--- src/inc/acr_regs.vh ---
// Register map, field positions, reset values and timing counts
`ifndef ACR_REGS_VH
`define ACR_REGS_VH
`define ACR_ADDR_IDENTITY   8'h0f
`define ACR_ADDR_ACQ_CTRL   8'h10
`define ACR_ADDR_SYS_CTRL   8'h11
`define ACR_ADDR_PRESS_XL   8'h28
`define ACR_ADDR_PRESS_L    8'h29
`define ACR_ADDR_PRESS_H    8'h2a
`define ACR_ADDR_TEMP_L     8'h2b
`define ACR_ADDR_TEMP_H     8'h2c
// Acquisition control fields
`define ACR_RATE_MSB        6
`define ACR_RATE_LSB        4
`define ACR_FILT_EN_BIT     3
`define ACR_FILT_CFG_BIT    2
`define ACR_BLOCK_UPD_BIT   1
`define ACR_WIRE_MODE_BIT   0
// System control fields
`define ACR_REBOOT_BIT      7
`define ACR_IRQ_POL_BIT     6
`define ACR_IRQ_DRV_BIT     5
`define ACR_AUTO_INC_BIT    4
`define ACR_SOFT_RST_BIT    2
`define ACR_LOW_NOISE_BIT   1
`define ACR_ONE_SHOT_BIT    0
`define ACR_ACQ_CTRL_RST    8'h00
`define ACR_SYS_CTRL_RST    8'h10
// Rate codes
`define ACR_RATE_OFF        3'h0
`define ACR_RATE_100HZ      3'h6
// Clock frequency in MHz and sample periods in microseconds
`define ACR_CLK_MHZ         50
`define ACR_PER_1HZ_US      1000000
`define ACR_PER_10HZ_US     100000
`define ACR_PER_25HZ_US     40000
`define ACR_PER_50HZ_US     20000
`define ACR_PER_75HZ_US     13333
`define ACR_PER_100HZ_US    10000
`define ACR_PER_200HZ_US    5000
`endif

--- src/acr_regs_top.v ---
// Acquisition control register bank with sample sequencer and output regs
// How it works
// - Rate field resets to 000; codes 001..111 select 1 to 200 Hz.
// - Rate 000 is power-down; settings kept, outputs hold last sample.
// - Register port keeps working in power-down.
// - Single-acquisition write starts one conversion, only while rate is 000.
// - Finished single acquisition updates outputs and self-clears the bit.
// - Nonzero rate runs conversions repeatedly at the selected rate.
// - Rate codes 110 and 111 force low-noise mode off.
// - Bandwidth: filter off OUTPUT_RATE_SEL/2, config 0 OUTPUT_RATE_SEL/9, config 1 OUTPUT_RATE_SEL/20.
// - Pressure filter acts only in continuous mode; enable resets to 0.
// - Block update holds outputs until all three pressure bytes read.
// - Wire mode bit: 0 four-wire SPI, 1 three-wire; resets to 0.
// - Reboot bit reloads trimming from nonvolatile memory.
// - Interrupt polarity: 0 active high, 1 active low; resets to 0.
// - Auto-increment resets to one; enables address advance per byte.
// - Software reset bit performs a reset then clears itself.
// - Low-noise bit: 0 low current, 1 low noise, below 100 Hz only.
// - Reboot bit cleared by hardware when reload finishes.
// - Interrupt drive: 0 push-pull, 1 open-drain.
// - Software reset returns control registers to defaults first; pressure and temperature outputs keep their values.
`include "acr_regs.vh"
`timescale 1ns/1ps
`default_nettype none
module acr_regs_top #(
    parameter [7:0]  IDENT_CODE = 8'h5a,
    parameter [25:0] PER_1HZ    = `ACR_PER_1HZ_US * `ACR_CLK_MHZ,
    parameter [25:0] PER_10HZ   = `ACR_PER_10HZ_US * `ACR_CLK_MHZ,
    parameter [25:0] PER_25HZ   = `ACR_PER_25HZ_US * `ACR_CLK_MHZ,
    parameter [25:0] PER_50HZ   = `ACR_PER_50HZ_US * `ACR_CLK_MHZ,
    parameter [25:0] PER_75HZ   = `ACR_PER_75HZ_US * `ACR_CLK_MHZ,
    parameter [25:0] PER_100HZ  = `ACR_PER_100HZ_US * `ACR_CLK_MHZ,
    parameter [25:0] PER_200HZ  = `ACR_PER_200HZ_US * `ACR_CLK_MHZ
) (
    input  wire        core_clk,
    input  wire        rst,
    input  wire        reg_wr,
    input  wire        reg_rd,
    input  wire [7:0]  reg_addr,
    input  wire [7:0]  reg_wdata,
    output reg  [7:0]  reg_rdata,
    output reg         conv_start,
    input  wire        conv_done,
    input  wire [23:0] conv_press,
    input  wire [15:0] conv_temp,
    output reg         trim_reload,
    input  wire        trim_done,
    input  wire        irq_level,
    output reg         irq_pad_out,
    output reg         irq_pad_oe,
    output wire        power_down,
    output wire        low_noise_active,
    output wire        filter_active,
    output wire [1:0]  bandwidth_sel,
    output wire        spi_three_wire,
    output wire        addr_auto_inc
);
    ////////////////////////////////////////////////////////////////////////
    reg  [7:0]  acq_ctrl_reg;
    reg  [7:0]  sys_cfg_reg;
    reg         one_shot_reg;
    reg         reboot_reg;
    reg         soft_rst_reg;
    reg         conv_busy_reg;
    reg  [25:0] tick_cnt_reg;
    reg  [23:0] press_out_reg;
    reg  [15:0] temp_out_reg;
    reg  [23:0] filt_reg;
    reg         filt_valid_reg;
    reg  [23:0] pend_press_reg;
    reg  [15:0] pend_temp_reg;
    reg         pend_reg;
    reg         lock_reg;
    reg  [2:0]  read_mask_reg;
    reg  [25:0] period;
    reg  [23:0] press_new;
    reg  [24:0] filt_diff;
    wire [2:0]  rate_sel = acq_ctrl_reg[`ACR_RATE_MSB:`ACR_RATE_LSB];
    wire        wr_acq   = reg_wr && reg_addr == `ACR_ADDR_ACQ_CTRL;
    wire        wr_sys   = reg_wr && reg_addr == `ACR_ADDR_SYS_CTRL;
    wire        tick     = !power_down && tick_cnt_reg == 26'h0000000;
    wire [2:0]  rd_hit   = {reg_rd && reg_addr == `ACR_ADDR_PRESS_H,
                            reg_rd && reg_addr == `ACR_ADDR_PRESS_L,
                            reg_rd && reg_addr == `ACR_ADDR_PRESS_XL};
    wire        all_read = &(read_mask_reg | rd_hit);
    wire        shot_go  = wr_sys && reg_wdata[`ACR_ONE_SHOT_BIT] &&
                           power_down && !one_shot_reg;

    assign power_down       = rate_sel == `ACR_RATE_OFF;
    assign low_noise_active = sys_cfg_reg[`ACR_LOW_NOISE_BIT] &&
                              rate_sel < `ACR_RATE_100HZ;
    assign filter_active    = acq_ctrl_reg[`ACR_FILT_EN_BIT] && !power_down;
    assign bandwidth_sel    = {filter_active,
                               filter_active &
                               acq_ctrl_reg[`ACR_FILT_CFG_BIT]};
    assign spi_three_wire   = acq_ctrl_reg[`ACR_WIRE_MODE_BIT];
    assign addr_auto_inc    = sys_cfg_reg[`ACR_AUTO_INC_BIT];

    ////////////////////////////////////////////////////////////////////////
    // Rate period lookup
    always @* begin
        case (rate_sel)
            3'h1:    period = PER_1HZ;
            3'h2:    period = PER_10HZ;
            3'h3:    period = PER_25HZ;
            3'h4:    period = PER_50HZ;
            3'h5:    period = PER_75HZ;
            3'h6:    period = PER_100HZ;
            3'h7:    period = PER_200HZ;
            default: period = 26'h0000001;
        endcase
    end

    // Shift IIR; shifts 2 and 3 stand in for the OUTPUT_RATE_SEL/9 and OUTPUT_RATE_SEL/20 poles
    always @* begin
        filt_diff = {conv_press[23], conv_press} - {filt_reg[23], filt_reg};
        press_new = conv_press;
        if (filter_active && filt_valid_reg) begin
            if (acq_ctrl_reg[`ACR_FILT_CFG_BIT])
                press_new = filt_reg + {{3{filt_diff[24]}}, filt_diff[23:3]};
            else
                press_new = filt_reg + {{2{filt_diff[24]}}, filt_diff[23:2]};
        end
    end

    ////////////////////////////////////////////////////////////////////////
    always @(posedge core_clk or posedge rst) begin
        if (rst) begin
            acq_ctrl_reg   <= `ACR_ACQ_CTRL_RST;
            sys_cfg_reg    <= `ACR_SYS_CTRL_RST;
            one_shot_reg   <= 1'b0;
            reboot_reg     <= 1'b0;
            soft_rst_reg   <= 1'b0;
            conv_busy_reg  <= 1'b0;
            conv_start     <= 1'b0;
            trim_reload    <= 1'b0;
            tick_cnt_reg   <= 26'h0000000;
            press_out_reg  <= 24'h000000;
            temp_out_reg   <= 16'h0000;
            filt_reg       <= 24'h000000;
            filt_valid_reg <= 1'b0;
            pend_press_reg <= 24'h000000;
            pend_temp_reg  <= 16'h0000;
            pend_reg       <= 1'b0;
            lock_reg       <= 1'b0;
            read_mask_reg  <= 3'h0;
        end else if (soft_rst_reg) begin
            acq_ctrl_reg   <= `ACR_ACQ_CTRL_RST;
            sys_cfg_reg    <= `ACR_SYS_CTRL_RST;
            one_shot_reg   <= 1'b0;
            reboot_reg     <= 1'b0;
            soft_rst_reg   <= 1'b0;
            conv_busy_reg  <= 1'b0;
            conv_start     <= 1'b0;
            trim_reload    <= 1'b0;
            tick_cnt_reg   <= 26'h0000000;
            filt_valid_reg <= 1'b0;
            pend_reg       <= 1'b0;
            lock_reg       <= 1'b0;
            read_mask_reg  <= 3'h0;
        end else begin
            conv_start  <= 1'b0;
            trim_reload <= 1'b0;
            if (wr_acq)
                acq_ctrl_reg <= {1'b0, reg_wdata[6:0]};
            if (wr_sys) begin
                sys_cfg_reg <= {1'b0, reg_wdata[`ACR_IRQ_POL_BIT],
                                reg_wdata[`ACR_IRQ_DRV_BIT],
                                reg_wdata[`ACR_AUTO_INC_BIT], 2'b00,
                                reg_wdata[`ACR_LOW_NOISE_BIT], 1'b0};
                soft_rst_reg <= reg_wdata[`ACR_SOFT_RST_BIT];
            end
            if (wr_sys && reg_wdata[`ACR_REBOOT_BIT] && !reboot_reg) begin
                reboot_reg  <= 1'b1;
                trim_reload <= 1'b1;
            end else if (trim_done) begin
                reboot_reg <= 1'b0;
            end
            if (power_down || tick)
                tick_cnt_reg <= period - 26'h0000001;
            else
                tick_cnt_reg <= tick_cnt_reg - 26'h0000001;
            if (shot_go) begin
                one_shot_reg  <= 1'b1;
                conv_start    <= 1'b1;
                conv_busy_reg <= 1'b1;
            end else if (tick && !conv_busy_reg) begin
                conv_start    <= 1'b1;
                conv_busy_reg <= 1'b1;
            end else if (conv_done) begin
                conv_busy_reg <= 1'b0;
                one_shot_reg  <= 1'b0;
            end
            // Filter state loads on every conversion; marked valid only in continuous mode
            if (conv_done) begin
                filt_reg       <= press_new;
                filt_valid_reg <= filter_active;
            end else if (!filter_active) begin
                filt_valid_reg <= 1'b0;
            end
            if (lock_reg)
                read_mask_reg <= all_read ? 3'h0 : read_mask_reg | rd_hit;
            if (conv_done && (lock_reg && !all_read)) begin
                pend_press_reg <= press_new;
                pend_temp_reg  <= conv_temp;
                pend_reg       <= 1'b1;
            end else if (conv_done) begin
                press_out_reg <= press_new;
                temp_out_reg  <= conv_temp;
                pend_reg      <= 1'b0;
                lock_reg      <= acq_ctrl_reg[`ACR_BLOCK_UPD_BIT];
            end else if (pend_reg && (!lock_reg || all_read)) begin
                press_out_reg <= pend_press_reg;
                temp_out_reg  <= pend_temp_reg;
                pend_reg      <= 1'b0;
                lock_reg      <= acq_ctrl_reg[`ACR_BLOCK_UPD_BIT];
            end else if (lock_reg && (all_read ||
                         !acq_ctrl_reg[`ACR_BLOCK_UPD_BIT])) begin
                lock_reg <= 1'b0;
            end
        end
    end

    ////////////////////////////////////////////////////////////////////////
    // Read data; unmapped addresses read zero
    always @(posedge core_clk or posedge rst) begin
        if (rst) begin
            reg_rdata <= 8'h00;
        end else if (reg_rd) begin
            case (reg_addr)
                `ACR_ADDR_IDENTITY: reg_rdata <= IDENT_CODE;
                `ACR_ADDR_ACQ_CTRL: reg_rdata <= acq_ctrl_reg;
                `ACR_ADDR_SYS_CTRL: reg_rdata <= sys_cfg_reg |
                    {reboot_reg, 4'h0, soft_rst_reg, 1'b0, one_shot_reg};
                `ACR_ADDR_PRESS_XL: reg_rdata <= press_out_reg[7:0];
                `ACR_ADDR_PRESS_L:  reg_rdata <= press_out_reg[15:8];
                `ACR_ADDR_PRESS_H:  reg_rdata <= press_out_reg[23:16];
                `ACR_ADDR_TEMP_L:   reg_rdata <= temp_out_reg[7:0];
                `ACR_ADDR_TEMP_H:   reg_rdata <= temp_out_reg[15:8];
                default:            reg_rdata <= 8'h00;
            endcase
        end
    end

    // Pad registered so polarity and drive changes never glitch it
    always @(posedge core_clk or posedge rst) begin
        if (rst) begin
            irq_pad_out <= 1'b0;
            irq_pad_oe  <= 1'b1;
        end else if (!sys_cfg_reg[`ACR_IRQ_DRV_BIT]) begin
            irq_pad_out <= irq_level ^ sys_cfg_reg[`ACR_IRQ_POL_BIT];
            irq_pad_oe  <= 1'b1;
        end else begin
            irq_pad_out <= 1'b0;
            irq_pad_oe  <= ~(irq_level ^ sys_cfg_reg[`ACR_IRQ_POL_BIT]);
        end
    end
endmodule
`default_nettype wire

--- config.mk ---
export PLATFORM = sky130hd
export DESIGN_NAME = acr_regs_top
export DESIGN_NICKNAME = d
export VERILOG_FILES = /design/src/acr_regs_top.v
export VERILOG_INCLUDE_DIRS = /design/src /design/src/inc
export SDC_FILE = /design/constraint.sdc
export NUM_CORES = 1
export LEC_CHECK = 0
export ABC_AREA = 1
export BUFFER_PORTS_ARGS = -buffer_cell sky130_fd_sc_hd__buf_2
export CELL_PAD_IN_SITES_DETAIL_PLACEMENT = 1
export CELL_PAD_IN_SITES_GLOBAL_PLACEMENT = 1
export CORE_MARGIN = 3
export CORE_UTILIZATION = 48
export CTS_BUF_LIST = sky130_fd_sc_hd__clkbuf_16
export CTS_CLUSTER_SIZE = 14
export DETAILED_ROUTE_END_ITERATION = 12
export HOLD_SLACK_MARGIN = 0.08
export PLACE_DENSITY = 0.87
export REMOVE_ABC_BUFFERS = 1
export SYNTH_ARGS = -nofsm -noshare
export SYNTH_HDL_FRONTEND = slang
export SYNTH_SLANG_ARGS = --single-unit
--- constraint.sdc ---
create_clock -name core_clk -period 12.6 [get_ports core_clk]
set_input_delay 1.89 -clock core_clk [delete_from_list [all_inputs] [get_ports core_clk]]
set_output_delay 1.89 -clock core_clk [all_outputs]
set_load 0.05 [all_outputs]
; ---- After elaboration in Yosys (flattened, before gate mapping)
; Cells that the tools add are included.
[op_classes]
n_div = 0
addsub = 5
muxes = 48
shift = 0
mul = 0
bitwise = 7
eq_ne = 18
reduce_logical = 46
order_cmp = 1
[ops]
columns = cell, n
row1 = $pmux 26 s7, 1
row2 = $mux 24, 4
row3 = $pmux 8 s8, 1
row4 = $mux 26, 2
row5 = $sub 26x1->26 const B, 2
row6 = $add 24x24->24, 2
row7 = $eq 8x6->1 const B, 5
row8 = $mux 16, 2
row9 = $mux 8, 4
row10 = $mux 1, 31
row11 = $logic_not 26->1, 1
row12 = $sub 24x24->25, 1
row13 = $logic_and 1x1->1, 19
row14 = $eq 8x5->1 const B, 2
row15 = $eq 3x3->1 const B, 4
row16 = $reduce_bool 4->1, 3
row17 = $mux 3, 3
row18 = $eq 8x4->1 const B, 1
row19 = $or 8x8->8, 1
row20 = $reduce_and 2->1, 4
row21 = $reduce_bool 2->1, 4
row22 = $logic_not 1->1, 7
row23 = $eq 3x2->1 const B, 2
row24 = $reduce_and 3->1, 2
row25 = 12 further kinds, 17
[totals]
in_bits = 63
rom_bits = 0
latchBits = 0
ram_bits = 0
wordCells = 146
register_bits = 168
n_memories = 0

; ---- Longest topological paths before layout
[depth]
ltp_word = 11
mapped_depth = 32
ltp_nobuf = 32

; ---- Least setup slack after synthesis
; Ideal clock, no wire load.
[synth_path]
path_type = input to register
from = in conv_press[3]
to = reg press_out_reg[16]
path_buffers = 0
setup_slack_ns = 7.744
t_arrival_ns = 4.733
path_stages = 21
required_time_ns = 12.477
path_cell_list = ha_1 > a21oi_1 > nand2_1 > nand3_1 > nand2_1 > a21oi_1 > inv_1 > or2_2 > nand3_1 > o21ai_0 > ha_1 > a21o_1 > a31oi_1 > nor2_1 > nor2_1 > o21ai_0 > or2_2 > nand3_1 > nand2_1 > o21ai_0 > nand2_1
[synth_between]
elab_chain_cells = 5
elab_cells_between_ends = 6
cone_classes = 3 x add/sub / 3 x mux
[synth_rtl]
columns = element, line
row1 = from (decl), acr_regs_top.v:44  ; input wire [23:0] conv_press,
row2 = $sub 24x24->25 (*), acr_regs_top.v:116  ; filt_diff = {conv_press[23], conv_press} - {filt_reg[23], filt_reg};
row3 = "$add 24x24->24, on equally long branches", "acr_regs_top.v:122, acr_regs_top.v:120"
row4 = $mux 24 (*), acr_regs_top.v:119  ; if (acq_ctrl_reg[`ACR_FILT_CFG_BIT])
row5 = $mux 24 (*), acr_regs_top.v:118  ; if (filter_active && filt_valid_reg) begin
row6 = $mux 24 (*), acr_regs_top.v:207  ; end else if (conv_done) begin
row7 = to (signal assigned), acr_regs_top.v:208  ; press_out_reg <= press_new;
row8 = to (signal assigned), acr_regs_top.v:213  ; press_out_reg <= pend_press_reg;
row9 = to (decl), acr_regs_top.v:66  ; reg [23:0] press_out_reg;
; Mark *: on every way between the ends. The rest lies on a longest branch, timed or not.
; A chain may end at the register's enable or synchronous reset.

; ---- Worst setup path in the final report
[layout_path]
from = in conv_press[6]
to = reg press_out_reg[19]
; Same word-level chain as after synthesis.

==> flow_summary.yaml <==
worst_setup_path:
  cp_slowest_cell: "ha_1"
  critPathTopFamily: "compound AO/OA/AOI/OAI gates"
  r2r_start: "filt_reg[5]$_DFFE_PP0P_"
  crit_path_cell_trace: "buf_2 > ha_1 > a21oi_1 > o21ai_0 > nand2_1 > nand2_1 > nand2_1 > nand3_1 > a31o_2 > or2_2 > nand3_1 > nand2_1 > ha_1 > a21oi_1 > o21ai_0 > a21oi_1 > nand3_1 > nand2_1 > inv_1 > o21ai_0 > nand3_1 > a21oi_1"
  slowest_delay_ns: 0.36
  cp.required_ns: 12.96
  cp.arrival_ns: 5.88
  start_kind: "input port"
  worstSetupEndpointType: "register"
  cp_max_fo: 5
  critical_path_class: "input port to register"
  path_common_cell: "nand2_1"
  path_depth: 22
  path_buf_inv: 2
  reg2reg_depth: 23
  regToRegSetupSlack_ns: 8.21
  worstReg2RegEnd: "press_out_reg[12]$_DFFE_PP0P_"
final_layout:
  seq_area_um2: 4081
  n_antenna_cell: 0
  nNetsFinal: 1826
  final_cells: 2038
  final_common_cell: "nand2_1"
  fill_cells: 3086
  syn_to_final_growth_pct: 10.29
  largest_reg_flops: 26
  fin_util_pct: 54.76
  multi_input_area_um2: 6316
  drive_gt1_share_pct: 12.12
  layout_common_cells: "nand2_1 (471), inv_1 (204), dfrtp_1 (161)"
clocking:
  cts_hold_buf: 0
  htreeDepth: 4
  post_cts_buffers: 0
  cts_tree: "done"
  cts_sinks: 163
  root_buffer: "clkbuf_16"
  cts_buffer_depth: 2
  clk_pin_slew_worst_paths_ns: 0.07
  cts_resized: 0
  insertion_delay_ns: 0.44
  cts_made_buffers: 17
routing:
  ant_nets: 0
  viasPerCell: 5.698
  num_vias: 11610
  drc: 0
  routed_wl_um: 38190
  wl_per_cell_um: 18.74
  drt-pass1-iter-count: 6
  dr.first_iter.drc_count: 683
placement:
  hpwlAfterDp_um: 28410
  dp.cells: 2006
  place_congestion: 0.9405
  portBuffers: 81
synth:
  ys_types: 55
  synth.cell_area_um2: 11450
  synth_top_area_share_pct: 35.20
  synth_cells: 1654
  synth_seq_area_share_pct: 35.66
  yosys-top-cells-area: "dfrtp_1 (35%), nand2_1 (15%), o21ai_0 (6.8%)"
  synthArstFlopShare_pct: 100.0
  synth_edf_count: 0
  syn_avg_cell_area_um2: 6.920
  synth_seq_cells: 163
  synth_ff_type: "dfrtp_1"
  yosysWarnings: 0
  yosysTopAreaCell: "dfrtp_1"
worst_hold_path:
  hold_start: "sys_cfg_reg[5]$_DFFE_PP0P_"
  hold_depth: 1
  hold_path_end: "irq_pad_out$_DFF_PP0_"
  worstHoldPathType: "register to register"
die:
  rows: 55
  core_um2: 23050
  dieArea_um2: 25730
  die_h_um: 160.4
  die_width_um: 160.4
  ios: 82
  initial_core_util_pct: 49.65
pwr:
  leakage_nw: 6.685
  power_mw: 1.972
  powerDensity_nw_per_um2: 156.2
  peakVddDrop_mv: 0.1007
sta:
  whs_ns: 0.4608
  post-route-min-period_ns: 5.525
  skew_ns: 0.01165
  drv_slew: 0
  tightest_slew_ns: 1.035
  slew_headroom_pct: 30.94
  setup_viol: 0
  rsz0062_at_grt: "false"
  tns_ns: 0
  hold_viol: 0
  finalCritPeriodShare_pct: 43.85
  fmax_mhz: 181.0
outcome:
  status: "finished clean"
grt:
  grt_pass1_vias: 12220
  grt_pass1_wl_um: 62410
  grt_max_degree: 107
  grt_usage_pct: 29.75
  antenna_found_initial: 0
  grt-ovfl-total: 0
job:
  maxCapViolations: 0
[Yosys cell counts (all sizes together) (20+ instances only)]
library cell	count
a21oi	82
buf	25
clkbuf	25
dfrtp	161
ha	50
inv	210
nand2	491
nand3	110
nor2	163
o211ai	23
o21ai	170
or2	20
[worst register-to-register path, stage by stage (launching register included)]
cell and delay, ns:
dfrtp_1 0.39, inv_1 0.12, ha_1 0.31, a21oi_1 0.21, nor2_1 0.06, nor2_1 0.17, nand2_1 0.27, a21oi_1 0.24
xnor2_1 0.18, nand2_1 0.07, o21ai_0 0.12, ha_1 0.33, nand2_1 0.08, nand2_1 0.05, inv_1 0.06, o21ai_0 0.17
a21oi_1 0.30, inv_1 0.13, nand2_1 0.08, nand2_1 0.06, xnor2_1 0.14, o21ai_0 0.49, nand2_1 0.15, a22oi_2 0.14
[worst max path at each step]
stage | to | startpoint | slack, ns
CTS | press_out_reg[19]$_DFFE_PP0P_ | conv_press[6] | 7.15
detailed placement | press_out_reg[19]$_DFFE_PP0P_ | conv_press[6] | 6.71
finish | press_out_reg[19]$_DFFE_PP0P_ | conv_press[6] | 7.07
floorplan | acq_ctrl_reg[0]$_DFFE_PP0P_ | rst | 6.31
global placement | press_out_reg[19]$_DFFE_PP0P_ | conv_press[6] | 6.88
global route | press_out_reg[19]$_DFFE_PP0P_ | conv_press[17] | 6.69
[final cells by class]
type | count | area share, %
Timing Repair Buffer | 89 | 3.687
Multi-Input combinational cell | 1230 | 50.03
Sequential cell | 163 | 32.33
Inverter | 211 | 6.324
Clock inverter | 15 | 1.150
Clock buffer | 17 | 3.370
Tap cell | 313 | 3.102
[report_power, final]
part           switching, mW  total [mW]  internal [mW]
combinational          0.516       0.762          0.246
sequential            0.0616       0.689          0.628
clock                  0.244       0.521          0.277
total                  0.822        1.97           1.15
[routing by layer]
layer  track usage [%]  up-vias  routed length (um)
li1                  -     5492                   -
met1             37.62     5701               16460
met2             51.56      327               18640
met3             4.256       92                1769
met4             11.36        0                1308
met5                 0        -                   0
[through the flow]
stage               setup WS [ns]  instance area, um2
finish                      7.075               12620
global route                6.693               12620
CTS                         7.147               12620
detailed placement          6.714               12050
global placement            6.880               12050
floorplan                   6.308               11190
[kinds of logic after synthesis]
| family | Yosys count | share of synthesized area (%) |
|---|---|---|
| and+or+nand+nor | 826 | 31.38 |
| AOI/OAI and AO/OA | 335 | 16.73 |
| buffers and inverters | 261 | 9.204 |
| DFF | 163 | 35.66 |
| adders and majority gates | 51 | 5.641 |
| xor gates and xnor gates | 17 | 1.301 |
| muxes | 1 | 0.08745 |
Note: power is estimated with default switching activity, not from simulation.
